==> config.mk <==
export PLATFORM = sky130hd
export DESIGN_NAME = padc_top
export DESIGN_NICKNAME = d
export VERILOG_FILES = /design/src/pkg/padc_pkg.sv /design/src/logic/padc_fifo.sv /design/src/logic/padc_top.sv
export SDC_FILE = /design/constraint.sdc
export NUM_CORES = 1
export LEC_CHECK = 0
export ABC_AREA = 1
export BUFFER_PORTS_ARGS = -buffer_cell sky130_fd_sc_hd__buf_2
export CAP_MARGIN = 15
export CORE_ASPECT_RATIO = 1.5
export CORE_UTILIZATION = 40
export CTS_CLUSTER_DIAMETER = 150
export DETAILED_ROUTE_END_ITERATION = 10
export SLEW_MARGIN = 5
export SYNTH_ARGS = -nofsm -noshare
export SYNTH_HDL_FRONTEND = slang
export SYNTH_SLANG_ARGS = --single-unit
==> constraint.sdc <==
create_clock -name CLK_SYS_IN -period 2.95 [get_ports CLK_SYS_IN]
set_input_delay 0.4425 -clock CLK_SYS_IN [delete_from_list [all_inputs] [get_ports CLK_SYS_IN]]
set_output_delay 0.4425 -clock CLK_SYS_IN [all_outputs]
set_load 0.01 [all_outputs]
==> src/pkg/padc_pkg.sv <==
// Package of constants for the pipelined converter output path
package padc_pkg;
  // ==========================================================================
  // Widths
  // ==========================================================================
  localparam int unsigned OUT_WIDTH     = 12;  // Output word width
  localparam int unsigned STAGE_WIDTH   = 4;   // Bits resolved per stage
  localparam int unsigned STAGE_COUNT   = 4;   // Pipeline stages
  localparam int unsigned STAGE_SHIFT   = 3;   // Gain of 8 is a shift of three
  localparam int unsigned FIFO_WIDTH    = 12;  // Buffer word width
  localparam int unsigned FIFO_DEPTH    = 32;  // Buffer depth in words
  // ==========================================================================
  // Timing
  // ==========================================================================
  localparam int unsigned LATENCY_CYC   = 3;   // Master cycles from sample to bus
  localparam int unsigned ALIGN_CYC     = 2;   // Half-cycle count of sample phase
  // ==========================================================================
  // Reset values
  // ==========================================================================
  localparam logic [11:0] WORD_RESET    = 12'h000;  // Output word after reset
  localparam logic [3:0]  CODE_RESET    = 4'h0;     // Stage code after reset
  localparam logic [1:0]  PHASE_RESET   = 2'h0;     // Phase divider after reset
  localparam logic [1:0]  FULL_ONE      = 2'h1;     // Divider step
  localparam logic [1:0]  LAT_RESET     = 2'h0;     // Latency counter after reset
  localparam logic [1:0]  LAT_DONE      = 2'h2;     // Counter value once filled
  localparam logic [1:0]  LAT_ONE       = 2'h1;     // Latency counter step
  localparam logic [15:0] ACC_TOP       = 16'h0FFF; // Largest legal code
  localparam logic [15:0] CORR_OFFSET   = 16'h0444; // Redundancy offset taken off the sum

  // Phase states of the non-overlapping clock
  typedef enum logic [1:0] {
    PH_SAMPLE = 2'b00,  // Sample phase high
    PH_GAP1   = 2'b01,  // Both low, end of sample
    PH_HOLD   = 2'b10,  // Hold phase high
    PH_GAP2   = 2'b11   // Both low, end of hold
  } padc_phase_type;

  // Clamp a corrected sum into the output range
  function automatic logic [11:0] padc_clamp(input logic [15:0] sum);
    if (sum[15]) begin
      padc_clamp = WORD_RESET;
    end else if (sum > ACC_TOP) begin
      padc_clamp = ACC_TOP[11:0];
    end else begin
      padc_clamp = sum[11:0];
    end
  endfunction
endpackage

==> src/logic/padc_fifo.sv <==
// Parameterised FIFO with valid and ready on both sides
`timescale 1ns/10ps
module padc_fifo
  import padc_pkg::*;
#(
  parameter int unsigned WIDTH = FIFO_WIDTH,  // Word width
  parameter int unsigned DEPTH = FIFO_DEPTH   // Depth in words
) (
  input  wire logic             clk_in,     // System clock
  input  wire logic             arst_n_in,  // Asynchronous reset, active low
  input  wire logic             in_valid_in, // Write side valid
  output logic                  in_ready_out, // Write side ready
  input  wire logic [WIDTH-1:0] in_data_in, // Write data
  output logic                  out_valid_out, // Read side valid
  input  wire logic             out_ready_in, // Read side ready
  output logic      [WIDTH-1:0] out_data_out // Read data
);
  localparam int unsigned AW = $clog2(DEPTH);  // Pointer width

  logic [WIDTH-1:0] mem [DEPTH];  // Storage
  logic [AW:0]      wr_ptr;       // Write pointer with wrap bit
  logic [AW:0]      rd_ptr;       // Read pointer with wrap bit
  logic             push;         // Write accepted
  logic             pop;          // Read accepted

  // ==========================================================================
  // Flags
  // ==========================================================================
  assign in_ready_out  = (wr_ptr[AW] == rd_ptr[AW]) || (wr_ptr[AW-1:0] != rd_ptr[AW-1:0]);
  assign out_valid_out = (wr_ptr != rd_ptr);
  assign out_data_out  = mem[rd_ptr[AW-1:0]];
  assign push          = in_valid_in && in_ready_out;
  assign pop           = out_valid_out && out_ready_in;

  // Storage write
  always_ff @(posedge clk_in) begin
    if (push) begin
      mem[wr_ptr[AW-1:0]] <= in_data_in;
    end
  end

  // Pointer update
  always_ff @(posedge clk_in or negedge arst_n_in) begin
    if (!arst_n_in) begin
      wr_ptr <= '0;
      rd_ptr <= '0;
    end else begin
      if (push) begin
        wr_ptr <= wr_ptr + 1'b1;
      end
      if (pop) begin
        rd_ptr <= rd_ptr + 1'b1;
      end
    end
  end
endmodule

==> src/logic/padc_top.sv <==
// Digital output path of the pipelined converter
`timescale 1ns/10ps
// Function
// - Word reaches bus third master cycle after sampling
// - After latency, one new word per clock
// - Output word registered on master clock
// - Output coded as offset binary
// - Twelve bits, MSB highest, LSB bit zero
// - Two non-overlapping phases from master clock
// - Capture at sample phase end, hold after
// - Four stages, four bits each, gain eight
// - Each stage clock opposite previous stage
// - Stage codes delayed to align one sample
// - Redundant correction forms the twelve-bit word
module padc_top
  import padc_pkg::*;
(
  input  wire logic        CLK_SYS_IN,      // Master clock
  input  wire logic        ARST_N_IN,       // Asynchronous reset, active low
  input  wire logic [3:0]  STAGE0_CODE_IN,  // First stage flash code
  input  wire logic [3:0]  STAGE1_CODE_IN,  // Second stage flash code
  input  wire logic [3:0]  STAGE2_CODE_IN,  // Third stage flash code
  input  wire logic [3:0]  STAGE3_CODE_IN,  // Last stage flash code
  output logic             SAMPLE_PHASE_OUT, // Sample phase to the front end
  output logic             HOLD_PHASE_OUT,  // Hold phase to the front end
  output logic             STAGE_ODD_OUT,   // Clock of the odd stages
  output logic [11:0]      OUT_WORD_OUT,    // Offset binary output bus
  output logic             OUT_VALID_OUT,   // Bus holds a settled word
  output logic             STALL_OUT        // Buffer refused a word
);
  // ==========================================================================
  // Declarations
  // ==========================================================================
  padc_phase_type   phase;       // Non-overlapping phase state
  padc_phase_type   next_phase;  // Next phase state
  logic [3:0]       s0_sync1;    // First stage code, first flop
  logic [3:0]       s0_sync2;    // First stage code, second flop
  logic [3:0]       s1_sync1;    // Second stage code, first flop
  logic [3:0]       s1_sync2;    // Second stage code, second flop
  logic [3:0]       s2_sync1;    // Third stage code, first flop
  logic [3:0]       s2_sync2;    // Third stage code, second flop
  logic [3:0]       s3_sync1;    // Last stage code, first flop
  logic [3:0]       s3_sync2;    // Last stage code, second flop
  logic [3:0]       d0_a;        // First stage delay tap
  logic [3:0]       d0_b;        // First stage delay tap
  logic [3:0]       d0_c;        // First stage delay tap
  logic [3:0]       d1_a;        // Second stage delay tap
  logic [3:0]       d1_b;        // Second stage delay tap
  logic [3:0]       d2_a;        // Third stage delay tap
  logic [11:0]      corr_word;   // Corrected word
  logic [15:0]      corr_sum;    // Full corrected sum
  logic             fifo_rdy;    // Buffer ready
  logic             fifo_vld;    // Buffer holds a word
  logic [11:0]      fifo_data;   // Buffer head
  logic [1:0]       lat_cnt;     // Pipeline fill counter
  logic             fill_done;   // Pipeline has filled

  // ==========================================================================
  // Phase generation
  // ==========================================================================
  // Phase walks sample, gap, hold, gap so phases never overlap; one slot per
  // master cycle, so each phase stands one cycle in four
  always_comb begin
    unique case (phase)
      PH_SAMPLE: next_phase = PH_GAP1;
      PH_GAP1:   next_phase = PH_HOLD;
      PH_HOLD:   next_phase = PH_GAP2;
      PH_GAP2:   next_phase = PH_SAMPLE;
    endcase
  end

  // Phase state register
  always_ff @(posedge CLK_SYS_IN or negedge ARST_N_IN) begin
    if (!ARST_N_IN) begin
      phase <= PH_GAP2;
    end else begin
      phase <= next_phase;
    end
  end

  // Phase outputs straight from flops, never both high
  always_ff @(posedge CLK_SYS_IN or negedge ARST_N_IN) begin
    if (!ARST_N_IN) begin
      SAMPLE_PHASE_OUT <= 1'b0;
      HOLD_PHASE_OUT   <= 1'b0;
      STAGE_ODD_OUT    <= 1'b0;
    end else begin
      SAMPLE_PHASE_OUT <= (next_phase == PH_SAMPLE);
      HOLD_PHASE_OUT   <= (next_phase == PH_HOLD);
      STAGE_ODD_OUT    <= (next_phase == PH_HOLD);
    end
  end

  // ==========================================================================
  // Stage code capture
  // ==========================================================================
  // Codes come from the analog core, so two flops each
  always_ff @(posedge CLK_SYS_IN or negedge ARST_N_IN) begin
    if (!ARST_N_IN) begin
      s0_sync1 <= CODE_RESET;
      s0_sync2 <= CODE_RESET;
      s1_sync1 <= CODE_RESET;
      s1_sync2 <= CODE_RESET;
      s2_sync1 <= CODE_RESET;
      s2_sync2 <= CODE_RESET;
      s3_sync1 <= CODE_RESET;
      s3_sync2 <= CODE_RESET;
    end else begin
      s0_sync1 <= STAGE0_CODE_IN;
      s0_sync2 <= s0_sync1;
      s1_sync1 <= STAGE1_CODE_IN;
      s1_sync2 <= s1_sync1;
      s2_sync1 <= STAGE2_CODE_IN;
      s2_sync2 <= s2_sync1;
      s3_sync1 <= STAGE3_CODE_IN;
      s3_sync2 <= s3_sync1;
    end
  end

  // ==========================================================================
  // Alignment delay line
  // ==========================================================================
  // Earlier stages wait longer so all four codes of a sample meet
  always_ff @(posedge CLK_SYS_IN or negedge ARST_N_IN) begin
    if (!ARST_N_IN) begin
      d0_a <= CODE_RESET;
      d0_b <= CODE_RESET;
      d0_c <= CODE_RESET;
      d1_a <= CODE_RESET;
      d1_b <= CODE_RESET;
      d2_a <= CODE_RESET;
    end else begin
      d0_a <= s0_sync2;
      d0_b <= d0_a;
      d0_c <= d0_b;
      d1_a <= s1_sync2;
      d1_b <= d1_a;
      d2_a <= s2_sync2;
    end
  end

  // ==========================================================================
  // Error correction
  // ==========================================================================
  // Each stage overlaps the next by one bit; shift by three and add, the
  // redundant bit absorbs flash errors; last stage code is signed offset
  always_comb begin
    corr_sum = ({12'h000, d0_c} << (STAGE_SHIFT * 3))
             + ({12'h000, d1_b} << (STAGE_SHIFT * 2))
             + ({12'h000, d2_a} << STAGE_SHIFT)
             + {12'h000, s3_sync2}
             - CORR_OFFSET;
    corr_word = padc_clamp(corr_sum);
  end

  // ==========================================================================
  // Output buffer
  // ==========================================================================
  padc_fifo #(
    .WIDTH (FIFO_WIDTH),
    .DEPTH (FIFO_DEPTH)
  ) u_fifo (
    .clk_in        (CLK_SYS_IN),
    .arst_n_in     (ARST_N_IN),
    .in_valid_in   (fill_done),
    .in_ready_out  (fifo_rdy),
    .in_data_in    (corr_word),
    .out_valid_out (fifo_vld),
    .out_ready_in  (1'b1),
    .out_data_out  (fifo_data)
  );

  // Fill counter marks when the pipeline carries real samples
  always_ff @(posedge CLK_SYS_IN or negedge ARST_N_IN) begin
    if (!ARST_N_IN) begin
      lat_cnt <= LAT_RESET;
    end else if (lat_cnt != LAT_DONE) begin
      lat_cnt <= lat_cnt + LAT_ONE;
    end
  end
  assign fill_done = (lat_cnt == LAT_DONE);

  // ==========================================================================
  // Output latch
  // ==========================================================================
  // One word per master clock, bit eleven on the top line
  always_ff @(posedge CLK_SYS_IN or negedge ARST_N_IN) begin
    if (!ARST_N_IN) begin
      OUT_WORD_OUT  <= WORD_RESET;
      OUT_VALID_OUT <= 1'b0;
      STALL_OUT     <= 1'b0;
    end else begin
      OUT_WORD_OUT  <= fifo_vld ? fifo_data : OUT_WORD_OUT;
      OUT_VALID_OUT <= fifo_vld;
      STALL_OUT     <= fill_done && !fifo_rdy;
    end
  end
endmodule

==> impl_metrics.env <==
export IMPL_cap_violations=0
export IMPL_slew_limit_headroom_pct=27.2
export IMPL_io_pins=35
export IMPL_wl_per_cell_um=19.5
export IMPL_cts_htree_levels=2
export IMPL_antennaDiodeCount=0
export IMPL_synthTopCellsByArea="edfxtp_1, dfrtp_1, nor2_1"
export IMPL_total_leakage_power_nw=7.82
export IMPL_layout_common_cells="edfxtp_1, nor2_1, nand2_1, o21ai_0, nand3_1"
export IMPL_grt_max_degree=197
export IMPL_path_common_cell="inv_1"
export IMPL_cp_slowest_cell="fa_2"
export IMPL_die_h_um=269
export IMPL_ys_ff_latch=472
export IMPL_syn_inst=1578
export IMPL_core_mm2=0.0468
export IMPL_dp_hpwl_mm=26.3
export IMPL_vias=12172
export IMPL_die_w_um=180
export IMPL_cts_tree="done"
export IMPL_clkLatencyLatePin_ns=0.56
export IMPL_whs_endpoint="s0_sync2[3]"
export IMPL_gp_congestion=0.829
export IMPL_fmax_mhz=364
export IMPL_hold_path_startpoint="s0_sync1[3]"
export IMPL_layout_min_cycle_time_ns=2.75
export IMPL_place_area_mm2=0.0203
export IMPL_die_area_mm2=0.0485
export IMPL_route_detailed_drc=0
export IMPL_nFillCells=4120
export IMPL_yosysSeqAreaShare_pct=72.1
export IMPL_synth_nets=1621
export IMPL_synth_area_mm2=0.0191
export IMPL_clk_pin_slew_ns=0.06
export IMPL_worst_slew_pin_transition_ns=1.09
export IMPL_grt_overflow=0
export IMPL_cts_buffer_depth=3
export IMPL_vdd_drop_max_mv=0.485
export IMPL_p_per_area_mw_per_mm2=629
export IMPL_area_delta_synth_final_pct=15.4
export IMPL_crit_path_end_kind="register"
export IMPL_period_share_pct=93.1
export IMPL_synth_warnings=0
export IMPL_crit_family="adder cells"
export IMPL_mostFrequentLayoutCell="edfxtp_1"
export IMPL_critical_path_arrival_ns=3.04
export IMPL_crit_type="register to register"
export IMPL_timing_critical_path_buf_inv=7
export IMPL_grt_pass1_vias=11722
export IMPL_fin_cells=2302
export IMPL_cts_root_buf="clkbuf_16"
export IMPL_finish_instance_area_mm2=0.0220
export IMPL_avgViaCountPerCell=5.29
export IMPL_placementRows=97
export IMPL_r2r_start="s3_sync2[3]"
export IMPL_total_power_w=0.0138
export IMPL_synth_area_per_cell_um2=12.1
export IMPL_drtIter0Drc=1175
export IMPL_dp_slack_ns=0.0531
export IMPL_r2r_end="u_fifo.mem[20][10]"
export IMPL_clock_sinks=472
export IMPL_cts_made_buffers=44
export IMPL_grt_pass1_wl_mm=69.0
export IMPL_cp_data_required_time_ns=3.24
export IMPL_hold_viol=0
export IMPL_setup_violations=0
export IMPL_initial_core_util_pct=40.7
export IMPL_cp_cell_sequence="inv_1 -> ha_1 -> inv_1 -> ha_2 -> inv_1 -> fa_2 -> inv_2 -> nand3_1 -> nand3_2 -> nand2_1 -> nand3_1 -> nand2_1 -> nor2_4 -> buf_6 -> nand3_1 -> nand2_1 -> inv_1 -> buf_12"
export IMPL_antenna_found_initial=0
export IMPL_crit_fanout=32
export IMPL_worst_r2r_setup_slack_ns=0.20
export IMPL_synth_distinct_cells=30
export IMPL_hold_class="register to register"
export IMPL_slew_viol_final=0
export IMPL_clock_skew_ns=0.0160
export IMPL_holdPathStages=0
export IMPL_placed_cells=2202
export IMPL_r2r_cells=18
export IMPL_setup_ws_ns=0.203
export IMPL_startpoint_type="register"
export IMPL_outcome="completed"
export IMPL_critPathMaxStageDelay_ns=0.39
export IMPL_drive_above_1_share_pct=12.3
export IMPL_wirelength_mm=44.9
export IMPL_yosysTopAreaCellShare_pct=60.5
export IMPL_grt_total_usage_pct=18.7
export IMPL_portBuffers=34
export IMPL_synth_top_area_cell="edfxtp_1"
export IMPL_dr_pass1_iters=7
export IMPL_nets=1715
export IMPL_antenna_left=0
==> synth_stat cells (all sizes together) <==
library cell  instances
o21ai               151
or2                   1
o211ai               48
buf                  59
nor3                  1
a21oi                32
xor2                 17
inv                  62
clkinv                1
xnor2                 5
dfstp                 2
edfxtp              384
ha                   24
dfrtp                86
fa                    1
clkbuf               28
nand3               139
nand2               252
o22ai                12
nand4                 4
nor2                269
==> registers in the layout, indices dropped and copies added (netlist names), 2 cells and up <==
signal and count:
u_fifo.mem 384, OUT_WORD_OUT 12, u_fifo.rd_ptr 6, u_fifo.wr_ptr 6, d0_a 4, d0_b 4
d0_c 4, d1_a 4, d1_b 4, d2_a 4, s0_sync1 4, s0_sync2 4
s1_sync1 4, s1_sync2 4, s2_sync1 4, s2_sync2 4, s3_sync1 4, s3_sync2 4
lat_cnt 2, phase 2
==> metal layers <==
layer | share of wire [%] | up-vias | global-route usage, %
li1 | - | 5684 | -
met1 | 39 | 5998 | 23.4
met2 | 53 | 402 | 33.3
met3 | 5.5 | 88 | 2.01
met4 | 3.0 | 0 | 6.61
met5 | 0 | - | 0
==> kinds of logic after synthesis <==
group,Yosys count,synth area share (%)
xor+xnor,22,1.01
simple gates,666,14.3
buf+inv,150,3.86
fa+ha+maj,25,1.68
compound gates,243,7.11
flops,472,72.1
==> how the worst max path moves through the flow <==
stage | from | end | slack, ns | cells past startpoint
finish | s3_sync2[3] | u_fifo.mem[20][10] | 0.20 | 18
global route | s3_sync2[3] | u_fifo.mem[20][10] | -0.006 | 18
CTS | s3_sync2[3] | u_fifo.mem[20][10] | 0.03 | 18
detailed placement | s3_sync2[3] | u_fifo.mem[6][6] | 0.05 | 18
global placement | s3_sync2[3] | u_fifo.mem[4][5] | 0.10 | 18
floorplan | s3_sync2[3] | u_fifo.mem[0][10] | 0.18 | 17
==> cell type report <==
class                           count  area (um2)  share of cell area, %
Clock buffer                       60        1240                   5.64
Clock inverter                     22         233                   1.06
Inverter                           63         239                   1.09
Multi-Input combinational cell    956        4600                   20.9
Sequential cell                   472       13700                   62.5
Tap cell                          594         743                   3.38
Timing Repair Buffer              135        1190                   5.43
==> where the power goes <==
| group | total [W] | internal (W) | switching [W] |
|---|---|---|---|
| Clock | 0.00572 | 0.00326 | 0.00246 |
| Sequential | 0.00746 | 0.00743 | 0.0000286 |
| Combinational | 0.000663 | 0.000236 | 0.000427 |
==> stage by stage <==
step / hold WS (ns) / util (%) / TNS, ns
global route: 0.351 / 47.0 / -0.00631
floorplan: 0.147 / - / 0
CTS: 0.342 / 46.9 / 0
detailed placement: 0.335 / 43.4 / 0
global placement: 0.331 / 43.4 / 0
finish: 0.346 / 47.0 / 0
==> what timing repair did <==
| action | CTS | global route |
|---|---|---|
| hold endpoints to repair | 72 | 0 |
| buffers inserted | 0 | 1 |
| resized for setup | 0 | 8 |
| setup endpoints to repair | 0 | 384 |
| hold buffers | 17 | 0 |
Note: power is estimated with default switching activity, not from simulation.
